--- config.mk ---
export PLATFORM = sky130hd
export DESIGN_NAME = sgs_top
export DESIGN_NICKNAME = d
export VERILOG_FILES = /design/src/sgs_pkg.sv /design/src/sgs_pick.sv /design/src/sgs_top.sv
export VERILOG_INCLUDE_DIRS = /design/src /design/src/src
export SDC_FILE = /design/constraint.sdc
export NUM_CORES = 1
export LEC_CHECK = 0
export ABC_AREA = 1
export ABC_CLOCK_PERIOD_IN_PS = 2500
export BUFFER_PORTS_ARGS = -buffer_cell sky130_fd_sc_hd__buf_2
export CAP_MARGIN = 20
export CORE_UTILIZATION = 45
export DETAILED_ROUTE_END_ITERATION = 16
export GPL_ROUTABILITY_DRIVEN = 0
export GPL_TIMING_DRIVEN = 0
export HOLD_SLACK_MARGIN = 0.15
export PLACE_DENSITY_LB_ADDON = 0.25
export SLEW_MARGIN = 20
export SYNTH_ARGS = -nofsm -noshare
export SYNTH_HDL_FRONTEND = slang
export SYNTH_SLANG_ARGS = --single-unit
--- constraint.sdc ---
create_clock -name aclk -period 2.5 [get_ports aclk]
set_input_delay 0.375 -clock aclk [delete_from_list [all_inputs] [get_ports aclk]]
set_output_delay 0.375 -clock aclk [all_outputs]
set_load 0.03 [all_outputs]
--- src/sgs_defs.svh ---
// offsets, field positions, reset values and codes of the group switch block
// Notes on behaviour
// mode setting: fixed 1-4, inputs, remote; default 1
// inputs mode: sole true input picks group
// inputs mode: several true inputs, no change
// no input true: keep last active group
// input assignments writable only in inputs mode
// led ack signal rising acknowledges all LEDs
// relay ack signal rising acknowledges all relays
// remote ack signal rising resets remote image
// lock signal true rejects every parameter write
// display scaling setting; default per unit
// remote mode: remote command picks group
`ifndef SGS_DEFS_SVH
`define SGS_DEFS_SVH

// ----------------------------------------------------------------
// register map (byte addresses)
// ----------------------------------------------------------------
`define SGS_CTRL_OFS     8'h00
`define SGS_GRP_OFS      8'h04
`define SGS_ACK_OFS      8'h08
`define SGS_STAT_OFS     8'h0c

// ----------------------------------------------------------------
// field positions
// ----------------------------------------------------------------
`define SGS_MODE_LSB     0
`define SGS_SCALE_LSB    4
`define SGS_SEL_W        5
`define SGS_SEL_STRIDE   8
`define SGS_STAT_LOCK    4
`define SGS_STAT_CONF    5

// ----------------------------------------------------------------
// reset values and bus answers
// ----------------------------------------------------------------
`define SGS_CTRL_RST     32'h0000_0000
`define SGS_SEL_RST      5'h00
`define SGS_RESP_OKAY    2'h0
`define SGS_RESP_SLVERR  2'h2
`define SGS_RESP_DECERR  2'h3

`endif

--- src/sgs_pkg.sv ---
// types shared by the group switch block
package sgs_pkg;

  typedef enum logic [2:0] {
    SGS_FIXED_ONE,
    SGS_FIXED_TWO,
    SGS_FIXED_THREE,
    SGS_FIXED_FOUR,
    SGS_SELECT_BY_INPUTS,
    SGS_SELECT_BY_REMOTE
  } sgs_mode_e;

  typedef enum logic [1:0] {
    SGS_SCALE_PER_UNIT,
    SGS_SCALE_PRIMARY,
    SGS_SCALE_SECONDARY
  } sgs_scale_e;

endpackage

--- src/sgs_pick.sv ---
// picks one assignable signal by index and flags its rising edge
`include "sgs_defs.svh"
module sgs_pick #(
  parameter int N_SIG = 16
) (
  input  wire logic                  aclk,    // system clock
  input  wire logic                  aresetn, // sync reset, active low
  input  wire logic                  ce,      // clock enable
  input  wire logic [N_SIG-1:0]      sig,     // synchronised signals
  input  wire logic [`SGS_SEL_W-1:0] sel,     // 0 = unassigned
  output logic                       level,   // selected signal state
  output logic                       rise     // level became true
);

  logic [31:0] sig_ext;
  logic        prev;

  // index 0 reads a constant zero so an unassigned slot never fires
  assign sig_ext = {{(31-N_SIG){1'b0}}, sig, 1'b0};
  assign level   = sig_ext[sel];
  assign rise    = level & ~prev;

  always_ff @(posedge aclk) begin
    if (!aresetn) begin
      prev <= 1'b0;
    end else if (ce) begin
      prev <= level;
    end
  end

endmodule

--- src/sgs_top.sv ---
// setting group switch, external acknowledge and settings lock
`include "sgs_defs.svh"
module sgs_top #(
  parameter int AW    = 8,  // axi address width
  parameter int N_SIG = 16  // signals on the assignment list
) (
  input  wire logic             aclk,          // system clock
  input  wire logic             aresetn,       // sync reset, active low
  input  wire logic             ce,            // clock enable
  input  wire logic [N_SIG-1:0] sig_in,        // assignable pin signals
  input  wire logic [1:0]       remote_group,  // commanded group, 0..3
  input  wire logic             remote_valid,  // command strobe
  output logic [1:0]            active_group,  // active group, 0..3
  output logic [3:0]            group_onehot,  // active group, one-hot
  output logic                  indicator_ack, // acknowledge LEDs
  output logic                  relay_ack,     // acknowledge relays
  output logic                  remote_ack,    // reset remote image
  output logic                  settings_locked, // lock in force
  output logic [1:0]            scaling_sel,   // display scaling
  input  wire logic [AW-1:0]    s_axi_awaddr,  // write address
  input  wire logic             s_axi_awvalid, // write address valid
  output logic                  s_axi_awready, // write address ready
  input  wire logic [31:0]      s_axi_wdata,   // write data
  input  wire logic [3:0]       s_axi_wstrb,   // byte strobes
  input  wire logic             s_axi_wvalid,  // write data valid
  output logic                  s_axi_wready,  // write data ready
  output logic [1:0]            s_axi_bresp,   // write response
  output logic                  s_axi_bvalid,  // write response valid
  input  wire logic             s_axi_bready,  // write response ready
  input  wire logic [AW-1:0]    s_axi_araddr,  // read address
  input  wire logic             s_axi_arvalid, // read address valid
  output logic                  s_axi_arready, // read address ready
  output logic [31:0]           s_axi_rdata,   // read data
  output logic [1:0]            s_axi_rresp,   // read response
  output logic                  s_axi_rvalid,  // read data valid
  input  wire logic             s_axi_rready   // read data ready
);

  // ----------------------------------------------------------------
  // state
  // ----------------------------------------------------------------
  localparam int NPICK = 8; // 4 group inputs, led, relay, remote, lock

  sgs_pkg::sgs_mode_e   mode_q;
  sgs_pkg::sgs_scale_e  scale_q;
  logic [`SGS_SEL_W-1:0] pick_sel [NPICK];
  logic [NPICK-1:0]     pick_lvl;
  logic [NPICK-1:0]     pick_rise;
  logic [N_SIG-1:0]     sig_meta;
  logic [N_SIG-1:0]     sig_sync;
  logic [3:0]           grp_lvl;
  logic                 grp_single;
  logic [1:0]           grp_enc;
  logic                 lock_q;
  logic                 aw_held;
  logic                 w_held;
  logic [AW-1:0]        aw_addr_q;
  logic [31:0]          w_data_q;
  logic [3:0]           w_strb_q;
  logic                 do_write;
  logic [31:0]          wmask;
  logic [31:0]          ctrl_word;
  logic [31:0]          grp_word;
  logic [31:0]          ack_word;
  logic [31:0]          stat_word;
  logic [31:0]          next_ctrl;
  logic [31:0]          next_grp;
  logic [31:0]          next_ack;
  logic [2:0]           next_mode;
  logic [1:0]           next_scale;

  // ----------------------------------------------------------------
  // pin synchroniser
  // ----------------------------------------------------------------
  always_ff @(posedge aclk) begin
    if (!aresetn) begin
      sig_meta <= '0;
      sig_sync <= '0;
    end else if (ce) begin
      sig_meta <= sig_in;
      sig_sync <= sig_meta;
    end
  end

  // ----------------------------------------------------------------
  // assignment pickers
  // ----------------------------------------------------------------
  for (genvar i = 0; i < NPICK; i++) begin : g_pick
    sgs_pick #(
      .N_SIG (N_SIG)
    ) u_pick (
      .aclk    (aclk),
      .aresetn (aresetn),
      .ce      (ce),
      .sig     (sig_sync),
      .sel     (pick_sel[i]),
      .level   (pick_lvl[i]),
      .rise    (pick_rise[i])
    );
  end

  assign grp_lvl = pick_lvl[3:0];
  always_comb begin
    grp_enc = 2'h0;
    for (int k = 3; k >= 0; k--) begin
      if (grp_lvl[k]) begin
        grp_enc = 2'(k);
      end
    end
  end

  // exactly one of the four inputs true
  assign grp_single = (grp_lvl != 4'h0) &&
                      ((grp_lvl & (grp_lvl - 4'h1)) == 4'h0);

  // ----------------------------------------------------------------
  // active group selection
  // ----------------------------------------------------------------
  always_ff @(posedge aclk) begin
    if (!aresetn) begin
      active_group <= 2'h0;
    end else if (ce) begin
      unique case (mode_q)
        sgs_pkg::SGS_FIXED_ONE:   active_group <= 2'h0;
        sgs_pkg::SGS_FIXED_TWO:   active_group <= 2'h1;
        sgs_pkg::SGS_FIXED_THREE: active_group <= 2'h2;
        sgs_pkg::SGS_FIXED_FOUR:  active_group <= 2'h3;
        sgs_pkg::SGS_SELECT_BY_INPUTS: begin
          // conflict or all-false both hold the last group
          if (grp_single) begin
            active_group <= grp_enc;
          end
        end
        sgs_pkg::SGS_SELECT_BY_REMOTE: begin
          if (remote_valid) begin
            active_group <= remote_group;
          end
        end
        default: active_group <= active_group;
      endcase
    end
  end

  always_comb begin
    group_onehot = 4'h0;
    group_onehot[active_group] = 1'b1;
  end

  // ----------------------------------------------------------------
  // acknowledge pulses and lock
  // ----------------------------------------------------------------
  always_ff @(posedge aclk) begin
    if (!aresetn) begin
      indicator_ack <= 1'b0;
      relay_ack     <= 1'b0;
      remote_ack    <= 1'b0;
      lock_q        <= 1'b0;
    end else if (ce) begin
      indicator_ack <= pick_rise[4];
      relay_ack     <= pick_rise[5];
      remote_ack    <= pick_rise[6];
      lock_q        <= pick_lvl[7];
    end
  end

  assign settings_locked = lock_q;
  assign scaling_sel     = scale_q;

  // ----------------------------------------------------------------
  // axi4-lite write path
  // ----------------------------------------------------------------
  assign s_axi_awready = !aw_held && !s_axi_bvalid;
  assign s_axi_wready  = !w_held && !s_axi_bvalid;
  assign do_write      = aw_held && w_held && !s_axi_bvalid;

  always_comb begin
    for (int b = 0; b < 4; b++) begin
      wmask[8*b +: 8] = {8{w_strb_q[b]}};
    end
  end

  always_comb begin
    ctrl_word = 32'h0;
    ctrl_word[`SGS_MODE_LSB +: 3]  = mode_q;
    ctrl_word[`SGS_SCALE_LSB +: 2] = scale_q;
    grp_word  = 32'h0;
    ack_word  = 32'h0;
    for (int g = 0; g < 4; g++) begin
      grp_word[`SGS_SEL_STRIDE*g +: `SGS_SEL_W] = pick_sel[g];
      ack_word[`SGS_SEL_STRIDE*g +: `SGS_SEL_W] = pick_sel[g+4];
    end
    stat_word = 32'h0;
    stat_word[1:0]            = active_group;
    stat_word[`SGS_STAT_LOCK] = lock_q;
    stat_word[`SGS_STAT_CONF] = !grp_single && (grp_lvl != 4'h0);
    next_ctrl  = (ctrl_word & ~wmask) | (w_data_q & wmask);
    next_grp   = (grp_word & ~wmask) | (w_data_q & wmask);
    next_ack   = (ack_word & ~wmask) | (w_data_q & wmask);
    next_mode  = next_ctrl[`SGS_MODE_LSB +: 3];
    next_scale = next_ctrl[`SGS_SCALE_LSB +: 2];
  end

  always_ff @(posedge aclk) begin
    if (!aresetn) begin
      aw_held   <= 1'b0;
      w_held    <= 1'b0;
      aw_addr_q <= '0;
      w_data_q  <= 32'h0;
      w_strb_q  <= 4'h0;
    end else if (ce) begin
      if (s_axi_awvalid && s_axi_awready) begin
        aw_held   <= 1'b1;
        aw_addr_q <= s_axi_awaddr;
      end else if (do_write) begin
        aw_held <= 1'b0;
      end
      if (s_axi_wvalid && s_axi_wready) begin
        w_held   <= 1'b1;
        w_data_q <= s_axi_wdata;
        w_strb_q <= s_axi_wstrb;
      end else if (do_write) begin
        w_held <= 1'b0;
      end
    end
  end

  // register update and write answer
  always_ff @(posedge aclk) begin
    if (!aresetn) begin
      mode_q       <= sgs_pkg::sgs_mode_e'(`SGS_CTRL_RST >> `SGS_MODE_LSB);
      scale_q      <= sgs_pkg::SGS_SCALE_PER_UNIT;
      s_axi_bvalid <= 1'b0;
      s_axi_bresp  <= `SGS_RESP_OKAY;
      for (int i = 0; i < NPICK; i++) begin
        pick_sel[i] <= `SGS_SEL_RST;
      end
    end else if (ce) begin
      if (s_axi_bvalid && s_axi_bready) begin
        s_axi_bvalid <= 1'b0;
      end
      if (do_write) begin
        s_axi_bvalid <= 1'b1;
        s_axi_bresp  <= `SGS_RESP_OKAY;
        if ({aw_addr_q[AW-1:2], 2'b00} > AW'(`SGS_STAT_OFS)) begin
          s_axi_bresp <= `SGS_RESP_DECERR;
        end else if (lock_q) begin
          s_axi_bresp <= `SGS_RESP_SLVERR;
        end else begin
          unique case ({aw_addr_q[AW-1:2], 2'b00})
            AW'(`SGS_CTRL_OFS): begin
              // illegal mode or scaling codes leave both fields untouched
              if (next_mode > 3'(sgs_pkg::SGS_SELECT_BY_REMOTE) ||
                  next_scale == 2'h3) begin
                s_axi_bresp <= `SGS_RESP_SLVERR;
              end else begin
                mode_q  <= sgs_pkg::sgs_mode_e'(next_mode);
                scale_q <= sgs_pkg::sgs_scale_e'(next_scale);
              end
            end
            AW'(`SGS_GRP_OFS): begin
              if (mode_q == sgs_pkg::SGS_SELECT_BY_INPUTS) begin
                for (int g = 0; g < 4; g++) begin
                  pick_sel[g] <= next_grp[`SGS_SEL_STRIDE*g +: `SGS_SEL_W];
                end
              end else begin
                s_axi_bresp <= `SGS_RESP_SLVERR;
              end
            end
            AW'(`SGS_ACK_OFS): begin
              for (int g = 0; g < 4; g++) begin
                pick_sel[g+4] <= next_ack[`SGS_SEL_STRIDE*g +: `SGS_SEL_W];
              end
            end
            default: s_axi_bresp <= `SGS_RESP_SLVERR; // status is read-only
          endcase
        end
      end
    end
  end

  // ----------------------------------------------------------------
  // axi4-lite read path
  // ----------------------------------------------------------------
  assign s_axi_arready = !s_axi_rvalid;

  always_ff @(posedge aclk) begin
    if (!aresetn) begin
      s_axi_rvalid <= 1'b0;
      s_axi_rdata  <= 32'h0;
      s_axi_rresp  <= `SGS_RESP_OKAY;
    end else if (ce) begin
      if (s_axi_rvalid && s_axi_rready) begin
        s_axi_rvalid <= 1'b0;
      end
      if (s_axi_arvalid && s_axi_arready) begin
        s_axi_rvalid <= 1'b1;
        s_axi_rresp  <= `SGS_RESP_OKAY;
        unique case ({s_axi_araddr[AW-1:2], 2'b00})
          AW'(`SGS_CTRL_OFS): s_axi_rdata <= ctrl_word;
          // group input assignments are hidden outside inputs mode
          AW'(`SGS_GRP_OFS):
            s_axi_rdata <= (mode_q == sgs_pkg::SGS_SELECT_BY_INPUTS) ?
                           grp_word : 32'h0;
          AW'(`SGS_ACK_OFS):  s_axi_rdata <= ack_word;
          AW'(`SGS_STAT_OFS): s_axi_rdata <= stat_word;
          default: begin
            s_axi_rdata <= 32'h0;
            s_axi_rresp <= `SGS_RESP_DECERR;
          end
        endcase
      end
    end
  end
endmodule

## Word-level counts from Yosys, hierarchy flattened

Memories as Yosys holds them, arrays and structs flattened.
Index checks and enable logic that the tools add are counted.

| word-level totals | value |
|---|---|
| flip-flop bits (word level) | 127 |
| bits in writable memories | 40 |
| input port bits | 79 |
| output and inout bits | 53 |
| logic and storage cells | 178 |
| memories | 1 |

| cells by class | value |
|---|---|
| add/subtract/negate cells | 1 |
| $lt $le $gt $ge | 12 |
| eq/ne operators | 13 |
| muxes and demuxes | 64 |
| bitwise operators | 26 |
| reductions and logical operators | 39 |

Memory list:

| name | depth | bits a word | read ports | clocked after Yosys merged registers in | wr ports | RTL line | source |
|---|---|---|---|---|---|---|---|
| pick_sel | 8 | 5 | 8 | 0 | 8 | sgs_top.sv:46 | `` logic [`SGS_SEL_W-1:0] pick_sel [NPICK]; `` |

Operator list:

| cell | number |
|---|---|
| $pmux W29 S4 | 1 |
| $and A29 B29 Y29 | 3 |
| $or A29 B29 Y29 | 2 |
| $lt A5 B6 Y1 const B | 8 |
| $bmux W1 S5 | 8 |
| $mux W5 | 8 |
| $mux W1 | 32 |
| $mux W29 | 1 |
| $not A29 Y29 | 1 |
| $mux W2 | 11 |
| $eq A6 B2 Y1 const B | 3 |
| $reduce_and A2 Y1 | 8 |
| $eq A6 B1 Y1 const B | 2 |
| $logic_and A1 B1 Y1 | 12 |
| $logic_not A6 Y1 | 2 |
| $pmux W2 S6 | 1 |
| $gt A8 B4 Y1 const B | 1 |
| $or A1 B1 Y1 | 8 |
| $reduce_bool A2 Y1 | 4 |
| $and A6 B6 Y6 | 1 |
| $eq A3 B2 Y1 const B | 2 |
| $eq A3 B3 Y1 const B | 2 |
| $not A1 Y1 | 6 |
| $or A6 B6 Y6 | 1 |
| 20 further kinds | 27 |

## Depth between registers and ports, before layout

Gate-level depths: netlist (run 1).

| depth | value |
|---|---|
| depth after elaboration | 10 |
| mapped depth | 17 |
| mapped depth without buffers | 16 |

## Hierarchy

From an unflattened synthesis (run 1), not the netlist that was laid out.

| unflattened totals | value |
|---|---|
| cells, all modules | 1267 |
| area, all modules | 8559.5 um^2 |

Modules (own cells, without submodules):

| module | times used | cells each | area each (um^2) | sequential area each (um^2) |
|---|---|---|---|---|
| sgs_top | 1 | 795 | 6307.3 | 3243.1 |
| sgs_pick | 8 | 59 | 281.5 | 20.0 |

## Worst setup path after synthesis (run 1)

Ideal clock, no wire load.

| timing path | value |
|---|---|
| path kind | register to register |
| start | reg aw_addr_q[4] |
| end | mem pick_sel[0][20] (netlist name), enable pin |
| library setup time | 0.377 ns |
| data arrival time | 1.720 ns |
| data required time | 2.123 ns |
| path slack | 0.403 ns |
| cell stages (with the launch flop) | 6 |
| path buffers | 0 |
| clock period less this slack | 2.097 ns |
| cells stage by stage | dfxtp_1 -> or4_4 -> nor2_2 -> nand2_2 -> nor3_2 -> or2_1 |

RTL lines:

| what | RTL line | source |
|---|---|---|
| start, declared | sgs_top.sv:57 | `logic [AW-1:0] aw_addr_q;` |
| start signal, assigned | sgs_top.sv:213 | `aw_addr_q <= s_axi_awaddr;` |
| end, declared | sgs_top.sv:46 |  |

==> summary.md, run 1 <==
| Metric | Value |
|---|---|
| Via count | `7444` |
| Critical path class | `flop to flop` |
| Detailed placement HPWL | `16500 µm` |
| Site row count | `46` |
| Final Hold Vio Count | `0` |
| Cell-internal power | `4.28 mW` |
| H-tree depth | `4` |
| Async set-reset flop share out of synthesis | `0` |
| WL per Instance | `16.1 µm` |
| Worst r2r path cells | `4` |
| Clk Latency, worst-skew pair | `0.43 ns` |
| Clock skew | `0.00712 ns` |
| Hold-fix buffers at CTS | `0` |
| Clock-pin slew on the worst setup and hold paths | `0.06 ns` |
| Sequential area share after synthesis | `0.452` |
| Fin Hold WS | `0.173 ns` |
| Area of the mapped netlist | `0.00732 mm²` |
| Initial antenna violation count | `0` |
| Fillers | `1585` |
| Worst Hold Class | `primary input to flop` |
| Share of cells above drive strength 1 | `0.154` |
| Switch share | `0.266` |
| Initial core utilization | `0.461` |
| Area after DPL | `0.00815 mm²` |
| Status | `completed` |
| RSZ-0062 raised after global routing | `false` |
| Total congestion overflow | `0` |
| # setup viols final | `0` |
| WP data required | `2.54 ns` |
| CTS tree | `yes` |
| Max cap viols | `0` |
| Fin crit share | `0.931` |
| Pwr dens | `668 mW/mm²` |
| CTS sink cnt | `145` |
| Worst EP arrival | `2.37 ns` |
| P&R area growth vs syn | `19.4%` |
| Synth Instances | `1021` |
| FMAX | `0.430 GHz` |
| Clk buf depth | `2` |
| Crit path max fanout | `20` |
| Min Tclk post-route | `2.33 ns` |
| WL final | `22300 µm` |
| DRC violations left | `0` |
| Proportion of power drawn by combinational gates | `0.121` |
| Post_cts resized | `0` |
| DR vias/cell | `5.38` |
| Largest cells by area after synthesis | `dfxtp_1 (29%), edfxtp_1 (16%), nand2_1 (11%), a21oi_1 (8.9%), o21ai_0 (6.7%)` |
| Synth warn | `0` |
| I/O pin count | `132` |
| Area occupied by multi-input gates | `0.00340 mm²` |
| Crit start category | `flop` |
| Post-route ant nets | `0` |
| Largest net degree at the start of global routing | `21` |
| Die Span Y | `130 µm` |
| Top cell type's share of synthesized area | `0.287` |
| Max IR drop VDD | `0.520 mV` |
| Root Driver | `clkbuf_16` |
| Dominant cell type by area after synthesis | `dfxtp_1` |
| Mean Syn Cell Area | `7.17 µm²` |
| Pre-antenna DRT Iters | `7` |
| Port Buffer Count | `105` |
| CP endpoint kind | `flop` |
| Reg power frac | `0.450` |
| Final TNS setup | `0 ns` |
| Core area | `0.0159 mm²` |
| Distinct cells, synth | `41` |
| Post-synth EDFFs | `40` |
| Nets | `1236` |
| Finished Cell Area | `0.00873 mm²` |
| Slew margin rel. | `0.361` |
| Worst hold stages | `3` |
| Slew @ Worst Pin | `0.956 ns` |
| Num CTS Buffers | `17` |
| Setup Fix Bufs, Post-CTS | `0` |
| Register bit total from synthesis | `145` |
| Most used flip-flop cell after synthesis | `dfxtp_1` |
| Die area | `0.0168 mm²` |
| Register area | `0.00330 mm²` |
| Clock share of power | `0.429` |
| Final Slew Violations | `0` |
| Chip width | `130 µm` |
| Vias in the first global route | `6645` |
| DRT iter0 DRCs | `743` |
| Overall Global Routing Usage | `0.276` |
| Psw | `1.55 mW` |
| First-pass GRT wire length | `34800 µm` |
| Antenna cell count | `0` |
| Pleak | `3.79 nW` |
==> worst max-delay path, stage by stage (launching register included) <==
cell and delay, ns:
dfxtp_1 0.31, or4_4 0.59, nor3_2 0.22, nand3_1 0.10, nand2_1 0.71
==> cell families (layout without fill, tap and decap cells) <==
group	Yosys count	after routing	synth area share
AO/OA/AOI/OAI	273	273	0.198
adder cells (fa/ha/maj)	2	2	0.00342
buffers and inverters	159	295	0.0893
flip-flops	145	145	0.452
other	1	11	0.000513
AND/OR/NAND/NOR	441	441	0.257
==> cell usage in the layout, fill, tap and decap left out, types with 11 or more instances in the layout <==
cell and instances:
o21ai_0 98, inv_1 85, inv_2 15, buf_4 13, clkbuf_16 18, a21oi_1 130, buf_2 111, nand2_1 205
nand3_1 82, nor2_1 120, conb_1 11, clkbuf_1 39, dfxtp_1 105, o22ai_1 16, edfxtp_1 40
==> routing by layer <==
metal / vias to the layer above / GRT usage / share of wire
met4: 0 / 0.134 / 0.033
met1: 3332 / 0.384 / 0.45
met2: 359 / 0.407 / 0.43
met3: 56 / 0.0557 / 0.085
met5: - / 0 / 0
li1: 3697 / - / -
==> synthesized netlist by cell type (2+ instances only) <==
cell / instances
a21oi_1: 130
a31oi_1: 5
buf_2: 6
buf_4: 13
clkbuf_1: 38
dfxtp_1: 105
edfxtp_1: 40
ha_1: 2
inv_1: 85
inv_2: 15
nand2_1: 205
nand3_1: 82
nand4_1: 8
nor2_1: 120
nor3_1: 8
nor3_2: 3
nor4_1: 4
o211ai_1: 2
o21ai_0: 98
o21ai_1: 7
o221ai_1: 4
o22ai_1: 16
o31ai_1: 3
o32ai_1: 3
or2_1: 3
==> power by group through the flow <==
stage	logic, mW	clock network, mW	registers [mW]
final	0.708	2.50	2.63
after global routing	0.792	2.62	2.64
after CTS	0.697	2.52	2.62
after detailed placement	0.693	0	2.67
after global placement	0.684	0	2.67
after floorplan	0.465	0	2.66
==> path summary, 6_finish.rpt <==
kind / start / end / slack (ns)
max: aw_addr_q[4]$_SDFFE_PN0P_ / pick_sel[0][10]$_SDFFCE_PN0P_ / 0.17
max reg2reg: aw_addr_q[4]$_SDFFE_PN0P_ / pick_sel[0][10]$_SDFFCE_PN0P_ / 0.17
min reg2reg: s_axi_rdata[0]$_SDFFE_PN0P_ / s_axi_rdata[0]$_SDFFE_PN0P_ / 0.46
min: sig_in[6] / sig_meta[6]$_SDFFE_PN0P_ / 0.17
==> layout make-up <==
type	instances	share of cell area
Multi-Input combinational cell	727	0.389
Sequential cell	145	0.378
Timing Repair Buffer	105	0.0602
Clock buffer	23	0.0583
Inverter	101	0.0434
Buffer	58	0.0314
Tap cell	216	0.0309
Clock inverter	8	0.00845
==> flip-flops by register name, summed over array words and instances (netlist names) <==
signal              cells
w_data_q               21
aw_addr_q               6
s_axi_rdata            21
indicator_ack           1
active_group            2
s_axi_rresp             1
g_pick.u_pick.prev      3
mode_q                  3
remote_ack              1
sig_meta               16
scaling_sel             2
s_axi_bvalid            1
pick_sel               40
s_axi_bresp             2
w_held                  1
relay_ack               1
w_strb_q                4
aw_held                 1
s_axi_rvalid            1
sig_sync               16
settings_locked         1
==> through the flow <==
| step | total power, mW | setup WS (ns) | util | cells |
|---|---|---|---|---|
| after floorplan | 3.12 | 0.403 | - | 1031 |
| after detailed placement | 3.37 | 0.0253 | 0.513 | 1352 |
| final | 5.84 | 0.173 | 0.550 | 1383 |
| after CTS | 5.84 | 0.0103 | 0.550 | 1383 |
| after global routing | 6.05 | 0.0773 | 0.550 | 1383 |
| after global placement | 3.35 | 0.0336 | 0.513 | 1352 |
Power figures use the tool's default switching activity.
==> inputs of run 2 (changes only) <==
--- a/config.mk
+++ b/config.mk
@@ -7,7 +7,7 @@
 export NUM_CORES = 1
 export LEC_CHECK = 0
 export ABC_AREA = 1
-export ABC_CLOCK_PERIOD_IN_PS = 2500
+export ABC_CLOCK_PERIOD_IN_PS = 2900
 export BUFFER_PORTS_ARGS = -buffer_cell sky130_fd_sc_hd__buf_2
 export CAP_MARGIN = 20
 export CORE_UTILIZATION = 45
==> constraint.sdc (replaced) <==
create_clock -name aclk -period 2.9 [get_ports aclk]
set_input_delay 0.435 -clock aclk [delete_from_list [all_inputs] [get_ports aclk]]
set_output_delay 0.435 -clock aclk [all_outputs]
set_load 0.03 [all_outputs]
==> summary.md, run 2 (same netlist as run 1, synthesis figures left out) <==
| Metric | Value |
|---|---|
| H-tree depth | `4 (unchanged)` |
| DR vias/cell | `5.40 (+0.39%)` |
| Detailed placement HPWL | `16500 µm (unchanged)` |
| Max cap viols | `0 (unchanged)` |
| WL per Instance | `16.2 µm (about the same)` |
| Final Slew Violations | `0 (unchanged)` |
| CTS sink cnt | `145 (unchanged)` |
| CP endpoint kind | `flop` |
| Crit path max fanout | `20 (unchanged)` |
| Initial antenna violation count | `0 (unchanged)` |
| P&R area growth vs syn | `19.4% (unchanged)` |
| First-pass GRT wire length | `34800 µm (unchanged)` |
| Nets | `1236 (unchanged)` |
| FMAX | `0.402 GHz (-6.4%)` |
| Vias in the first global route | `6645 (unchanged)` |
| Port Buffer Count | `105 (unchanged)` |
| WP data required | `2.94 ns (+0.40 ns)` |
| Hold-fix buffers at CTS | `0 (unchanged)` |
| Crit start category | `flop` |
| Site row count | `46 (unchanged)` |
| Initial core utilization | `0.461 (unchanged)` |
| I/O pin count | `132 (unchanged)` |
| Commonest non-fill, non-tap cell in the layout | `nand2_1` |
| Pwr dens | `577 mW/mm² (-14%)` |
| Largest regs | `pick_sel: 40 flops, s_axi_rdata: 21 flops, w_data_q: 21 flops` |
| Share of cells above drive strength 1 | `0.153 (-0.000857)` |
| Max reg flops | `40 (unchanged)` |
| Slew @ Worst Pin | `0.964 ns (+0.00793 ns)` |
| Chip width | `130 µm (unchanged)` |
| Largest net degree at the start of global routing | `21 (unchanged)` |
| Fin crit share | `0.857 (-0.0736)` |
| Clk Latency, worst-skew pair | `0.43 ns (about the same)` |
| Final TNS setup | `0 ns (unchanged)` |
| DRT iter0 DRCs | `727 (-2.2%)` |
| # setup viols final | `0 (unchanged)` |
| Final Hold Vio Count | `0 (unchanged)` |
| Critical path class | `flop to flop` |
| Max IR drop VDD | `0.449 mV (-14%)` |
| DRC violations left | `0 (unchanged)` |
| Setup WS pre-CTS | `0.425 ns (+0.400 ns)` |
| Antenna cell count | `0 (unchanged)` |
| Setup Fix Bufs, Post-CTS | `0 (unchanged)` |
| Worst path cell trace | `or4_4, nor2_2, nand2_2, nor3_2, or2_1` |
| Clock skew | `0.00857 ns (+0.00145 ns)` |
| Final Total Pwr | `5.04 mW (-14%)` |
| Via count | `7473 (+0.39%)` |
| Final setup margin | `0.414 ns (+0.241 ns)` |
| Worst Hold Class | `primary input to flop` |
| Root Driver | `clkbuf_16` |
| Largest Register | `pick_sel` |
| Clk buf depth | `2 (unchanged)` |
| Most frequent cells in the layout | `nand2_1 (205), a21oi_1 (130), nor2_1 (120), buf_2 (111), dfxtp_1 (105)` |
| Post-route ant nets | `0 (unchanged)` |
| RSZ-0062 raised after global routing | `false` |
| CTS tree | `yes` |
| Post_cts resized | `0 (unchanged)` |
| Overall Global Routing Usage | `0.276 (unchanged)` |
| Slowest stage delay, CP | `0.77 ns (+0.06 ns)` |
| Die area | `0.0168 mm² (unchanged)` |
| Num CTS Buffers | `17 (unchanged)` |
| Slew margin rel. | `0.356 (-0.00530)` |
| WL final | `22300 µm (about the same)` |
| Core area | `0.0159 mm² (unchanged)` |
| Min Tclk post-route | `2.49 ns (+0.159 ns)` |
| CP max stage cell | `or2_1` |
| Total congestion overflow | `0 (unchanged)` |
| Worst EP arrival | `2.53 ns (+0.16 ns)` |
| Status | `completed` |
| Pre-antenna DRT Iters | `6 (-1)` |
| Die Span Y | `130 µm (unchanged)` |
| Clock-pin slew on the worst setup and hold paths | `0.06 ns (about the same)` |
| Pleak | `3.79 nW (about the same)` |
run 2: worst max-delay path, delay by kind of cell (launching register included):
kind	cells	cell delay, ns
DFF	1	0.31
and+or+nand+nor	5	1.78
run 2: area by class of cell:
type / count / area, µm²
fillers: 1585 / 7150
inverters: 101 / 379
repair buffers: 105 / 526
multi-input cells: 727 / 3400
plain buffers: 58 / 274
clock inverters: 8 / 73.8
well taps: 216 / 270
clock buffers: 23 / 509
flip-flops and latches: 145 / 3300
run 2: path summary, 6_finish.rpt:
check / from / endpoint / slack (ns) / depth (start not counted)
worst min register to register: s_axi_rdata[0]$_SDFFE_PN0P_ / s_axi_rdata[0]$_SDFFE_PN0P_ / 0.46 / 2
worst max register to register: aw_addr_q[4]$_SDFFE_PN0P_ / pick_sel[0][34]$_SDFFCE_PN0P_ / 0.41 / 5
worst min-delay path: sig_in[5] / sig_meta[5]$_SDFFE_PN0P_ / 0.23 / 3
worst max-delay path: aw_addr_q[4]$_SDFFE_PN0P_ / pick_sel[0][34]$_SDFFCE_PN0P_ / 0.41 / 5
run 2: where the power goes:
group | total (mW) | switching (mW) | internal, mW
Combinational | 0.611 | 0.415 | 0.195
Sequential | 2.26 | 0.0848 | 2.18
Clock | 2.16 | 0.845 | 1.32
Total | 5.04 | 1.35 | 3.69
run 2: per-stage QoR:
step	area (µm²)	hold slack, ns	instances	util
2_1_floorplan	7350	0.440	1031	-
3_3_place_gp	8150	0.447	1352	0.513
3_5_place_dp	8150	0.453	1352	0.513
4_1_cts	8730	0.218	1383	0.550
5_1_grt	8730	0.225	1383	0.550
6_report	8730	0.231	1383	0.550
run 2: routing by layer:
metal	track usage	vias up	routed length (µm)
met5	0	-	0
met4	0.134	0	737
met3	0.0557	63	1970
met2	0.407	379	9550
met1	0.384	3338	10100
li1	-	3693	-
==> inputs of run 3 (changes only) <==
--- a/config.mk
+++ b/config.mk
@@ -10,7 +10,7 @@
 export ABC_CLOCK_PERIOD_IN_PS = 2900
 export BUFFER_PORTS_ARGS = -buffer_cell sky130_fd_sc_hd__buf_2
 export CAP_MARGIN = 20
-export CORE_UTILIZATION = 45
+export CORE_UTILIZATION = 49
 export DETAILED_ROUTE_END_ITERATION = 16
 export GPL_ROUTABILITY_DRIVEN = 0
 export GPL_TIMING_DRIVEN = 0
==> summary.md, run 3 (same netlist as run 1, synthesis figures left out) <==
| Metric | Value |
|---|---|
| Status | `completed` |
| First-pass GRT wire length | `34700 µm (-0.24%)` |
| Max reg flops | `40 (unchanged)` |
| Clock skew | `0.00762 ns (-0.000949 ns)` |
| Antenna cell count | `0 (unchanged)` |
| Core area | `0.0145 mm² (-8.5%)` |
| Num CTS Buffers | `17 (unchanged)` |
| RSZ-0062 raised after global routing | `false` |
| Post-route ant nets | `0 (unchanged)` |
| Cell-internal power | `3.53 mW (-4.5%)` |
| Placed cells | `1320 (-2.4%)` |
| Worst EP arrival | `2.55 ns (+0.02 ns)` |
| Clk buf depth | `2 (unchanged)` |
| Initial antenna violation count | `0 (unchanged)` |
| Worst Hold Class | `primary input to flop` |
| Fillers | `1442 (-9.0%)` |
| Pre-antenna DRT Iters | `7 (+1)` |
| CP endpoint kind | `flop` |
| Finished Layout Cells | `1352 (-2.2%)` |
| Setup Fix Bufs, Post-CTS | `0 (unchanged)` |
| Crit start category | `flop` |
| Fin crit share | `0.863 (+0.00599)` |
| Psw | `1.41 mW (+5.0%)` |
| Setup WS pre-CTS | `0.400 ns (-0.0252 ns)` |
| DRT iter0 DRCs | `757 (+4.1%)` |
| Worst path cell trace | `or4_4, nor2_2, nand2_2, nor3_2, or2_1` |
| Pleak | `3.77 nW (-0.56%)` |
| Reg power frac | `0.459 (+0.009)` |
| Share of cells above drive strength 1 | `0.155 (+0.00158)` |
| Post-layout util | `0.596 (+0.0462)` |
| DR vias/cell | `5.52 (+2.1%)` |
| Via count | `7459 (-0.19%)` |
| Final Slew Violations | `0 (unchanged)` |
| Final TNS setup | `0 ns (unchanged)` |
| Most frequent cells in the layout | `nand2_1 (205), a21oi_1 (130), nor2_1 (120), buf_2 (111), dfxtp_1 (105)` |
| Slew margin rel. | `0.335 (-0.0213)` |
| Commonest non-fill, non-tap cell in the layout | `nand2_1` |
| Crit path max-delay family | `simple AND/OR/NAND/NOR gates` |
| Chip width | `124 µm (-4.1%)` |
| Die Span Y | `124 µm (-4.1%)` |
| Root Driver | `clkbuf_16` |
| Clk Latency, worst-skew pair | `0.43 ns (about the same)` |
| Clock share of power | `0.418 (-0.011)` |
| Nets | `1236 (unchanged)` |
| CTS tree | `yes` |
| Switch share | `0.286 (+0.0189)` |
| Die area | `0.0154 mm² (-8.0%)` |
| Largest net degree at the start of global routing | `21 (unchanged)` |
| I/O pin count | `132 (unchanged)` |
| Max cap viols | `0 (unchanged)` |
| DRC violations left | `0 (unchanged)` |
| CP bufs+invs | `0 (unchanged)` |
| Vias in the first global route | `6636 (-0.14%)` |
| Site row count | `44 (-4.3%)` |
| FMAX | `0.399 GHz (-0.69%)` |
| Largest Register | `pick_sel` |
| P&R area growth vs syn | `18.4%` |
| Largest regs | `pick_sel: 40 flops, s_axi_rdata: 21 flops, w_data_q: 21 flops` |
| Critical path class | `flop to flop` |
| Max IR drop VDD | `0.458 mV (+2.0%)` |
| Final setup margin | `0.397 ns (-0.0174 ns)` |
| Final Hold Vio Count | `0 (unchanged)` |
| Total congestion overflow | `0 (unchanged)` |
| Slew @ Worst Pin | `0.998 ns (+0.0343 ns)` |
| Clock-pin slew on the worst setup and hold paths | `0.06 ns (about the same)` |
| Detailed placement HPWL | `16000 µm (-2.9%)` |
| WL final | `22000 µm (-1.3%)` |
| WP data required | `2.95 ns (about the same)` |
| Proportion of power drawn by combinational gates | `0.123 (+0.002)` |
| Pwr dens | `570 mW/mm² (-1.2%)` |
| Crit path max fanout | `20 (unchanged)` |
| Slowest stage delay, CP | `0.79 ns (+0.02 ns)` |
| Overall Global Routing Usage | `0.300 (+0.0241)` |
| # setup viols final | `0 (unchanged)` |
| Hold-fix buffers at CTS | `0 (unchanged)` |
| WL per Instance | `16.3 µm (+0.94%)` |
| Initial core utilization | `0.503 (+0.0428)` |
| Min Tclk post-route | `2.50 ns (+0.0174 ns)` |
| CP max stage cell | `or2_1` |
| Post_cts resized | `0 (unchanged)` |
| H-tree depth | `4 (unchanged)` |
| Port Buffer Count | `105 (unchanged)` |
| CTS sink cnt | `145 (unchanged)` |
-- run 3: cell types whose count changed in the layout (fill, tap and decap cells not counted), sizes merged --
cell and delta:
inv +5, clkbuf -4, clkinvlp +2, bufinv -1, clkinv -1
-- run 3: power by group through the flow --
stage | Clock, mW | Sequential, mW | Combinational [mW]
finish | 2.06 | 2.26 | 0.608
floorplan | 0 | 2.29 | 0.401
global route | 2.17 | 2.28 | 0.682
CTS | 2.07 | 2.26 | 0.596
global placement | 0 | 2.30 | 0.585
detailed placement | 0 | 2.31 | 0.593
-- run 3: routing by layer --
metal / GRT usage / vias up / routed length, µm
li1: - / 3684 / -
met1: 0.425 / 3320 / 9700
met2: 0.446 / 403 / 9560
met3: 0.0655 / 52 / 2230
met4: 0.106 / 0 / 556
met5: 0 / - / 0
-- run 3: final cells by class --
type	count	area, µm²	area share
multi-input combinational	727	3400	0.392
buffer	58	274	0.0316
sequential	145	3300	0.381
clock buffer	19	453	0.0523
tap	184	230	0.0266
timing repair buffer	105	526	0.0607
inverter	101	379	0.0438
clock inverter	13	98.8	0.0114
-- run 3: stage by stage --
step | hold slack (ns) | power [mW] | area [µm²]
after floorplan | 0.440 | 2.69 | 7350
after global placement | 0.447 | 2.89 | 8110
after detailed placement | 0.453 | 2.90 | 8110
after CTS | 0.219 | 4.93 | 8660
after global routing | 0.236 | 5.13 | 8660
final | 0.225 | 4.94 | 8660
-- run 3: final timing paths --
check	start	endpoint	slack, ns	cells past startpoint
hold reg to reg	s_axi_rdata[16]$_SDFFE_PN0P_	s_axi_rdata[16]$_SDFFE_PN0P_	0.46	2
hold / removal	sig_in[6]	sig_meta[6]$_SDFFE_PN0P_	0.22	3
setup / recovery	aw_addr_q[4]$_SDFFE_PN0P_	pick_sel[0][33]$_SDFFCE_PN0P_	0.40	5
setup reg to reg	aw_addr_q[4]$_SDFFE_PN0P_	pick_sel[0][33]$_SDFFCE_PN0P_	0.40	5
-- run 3: worst register-to-register path: cells and delay by family, from the launching register on --
family,cells,cell delay (ns)
flip-flops,1,0.31
AND/OR/NAND/NOR,5,1.80
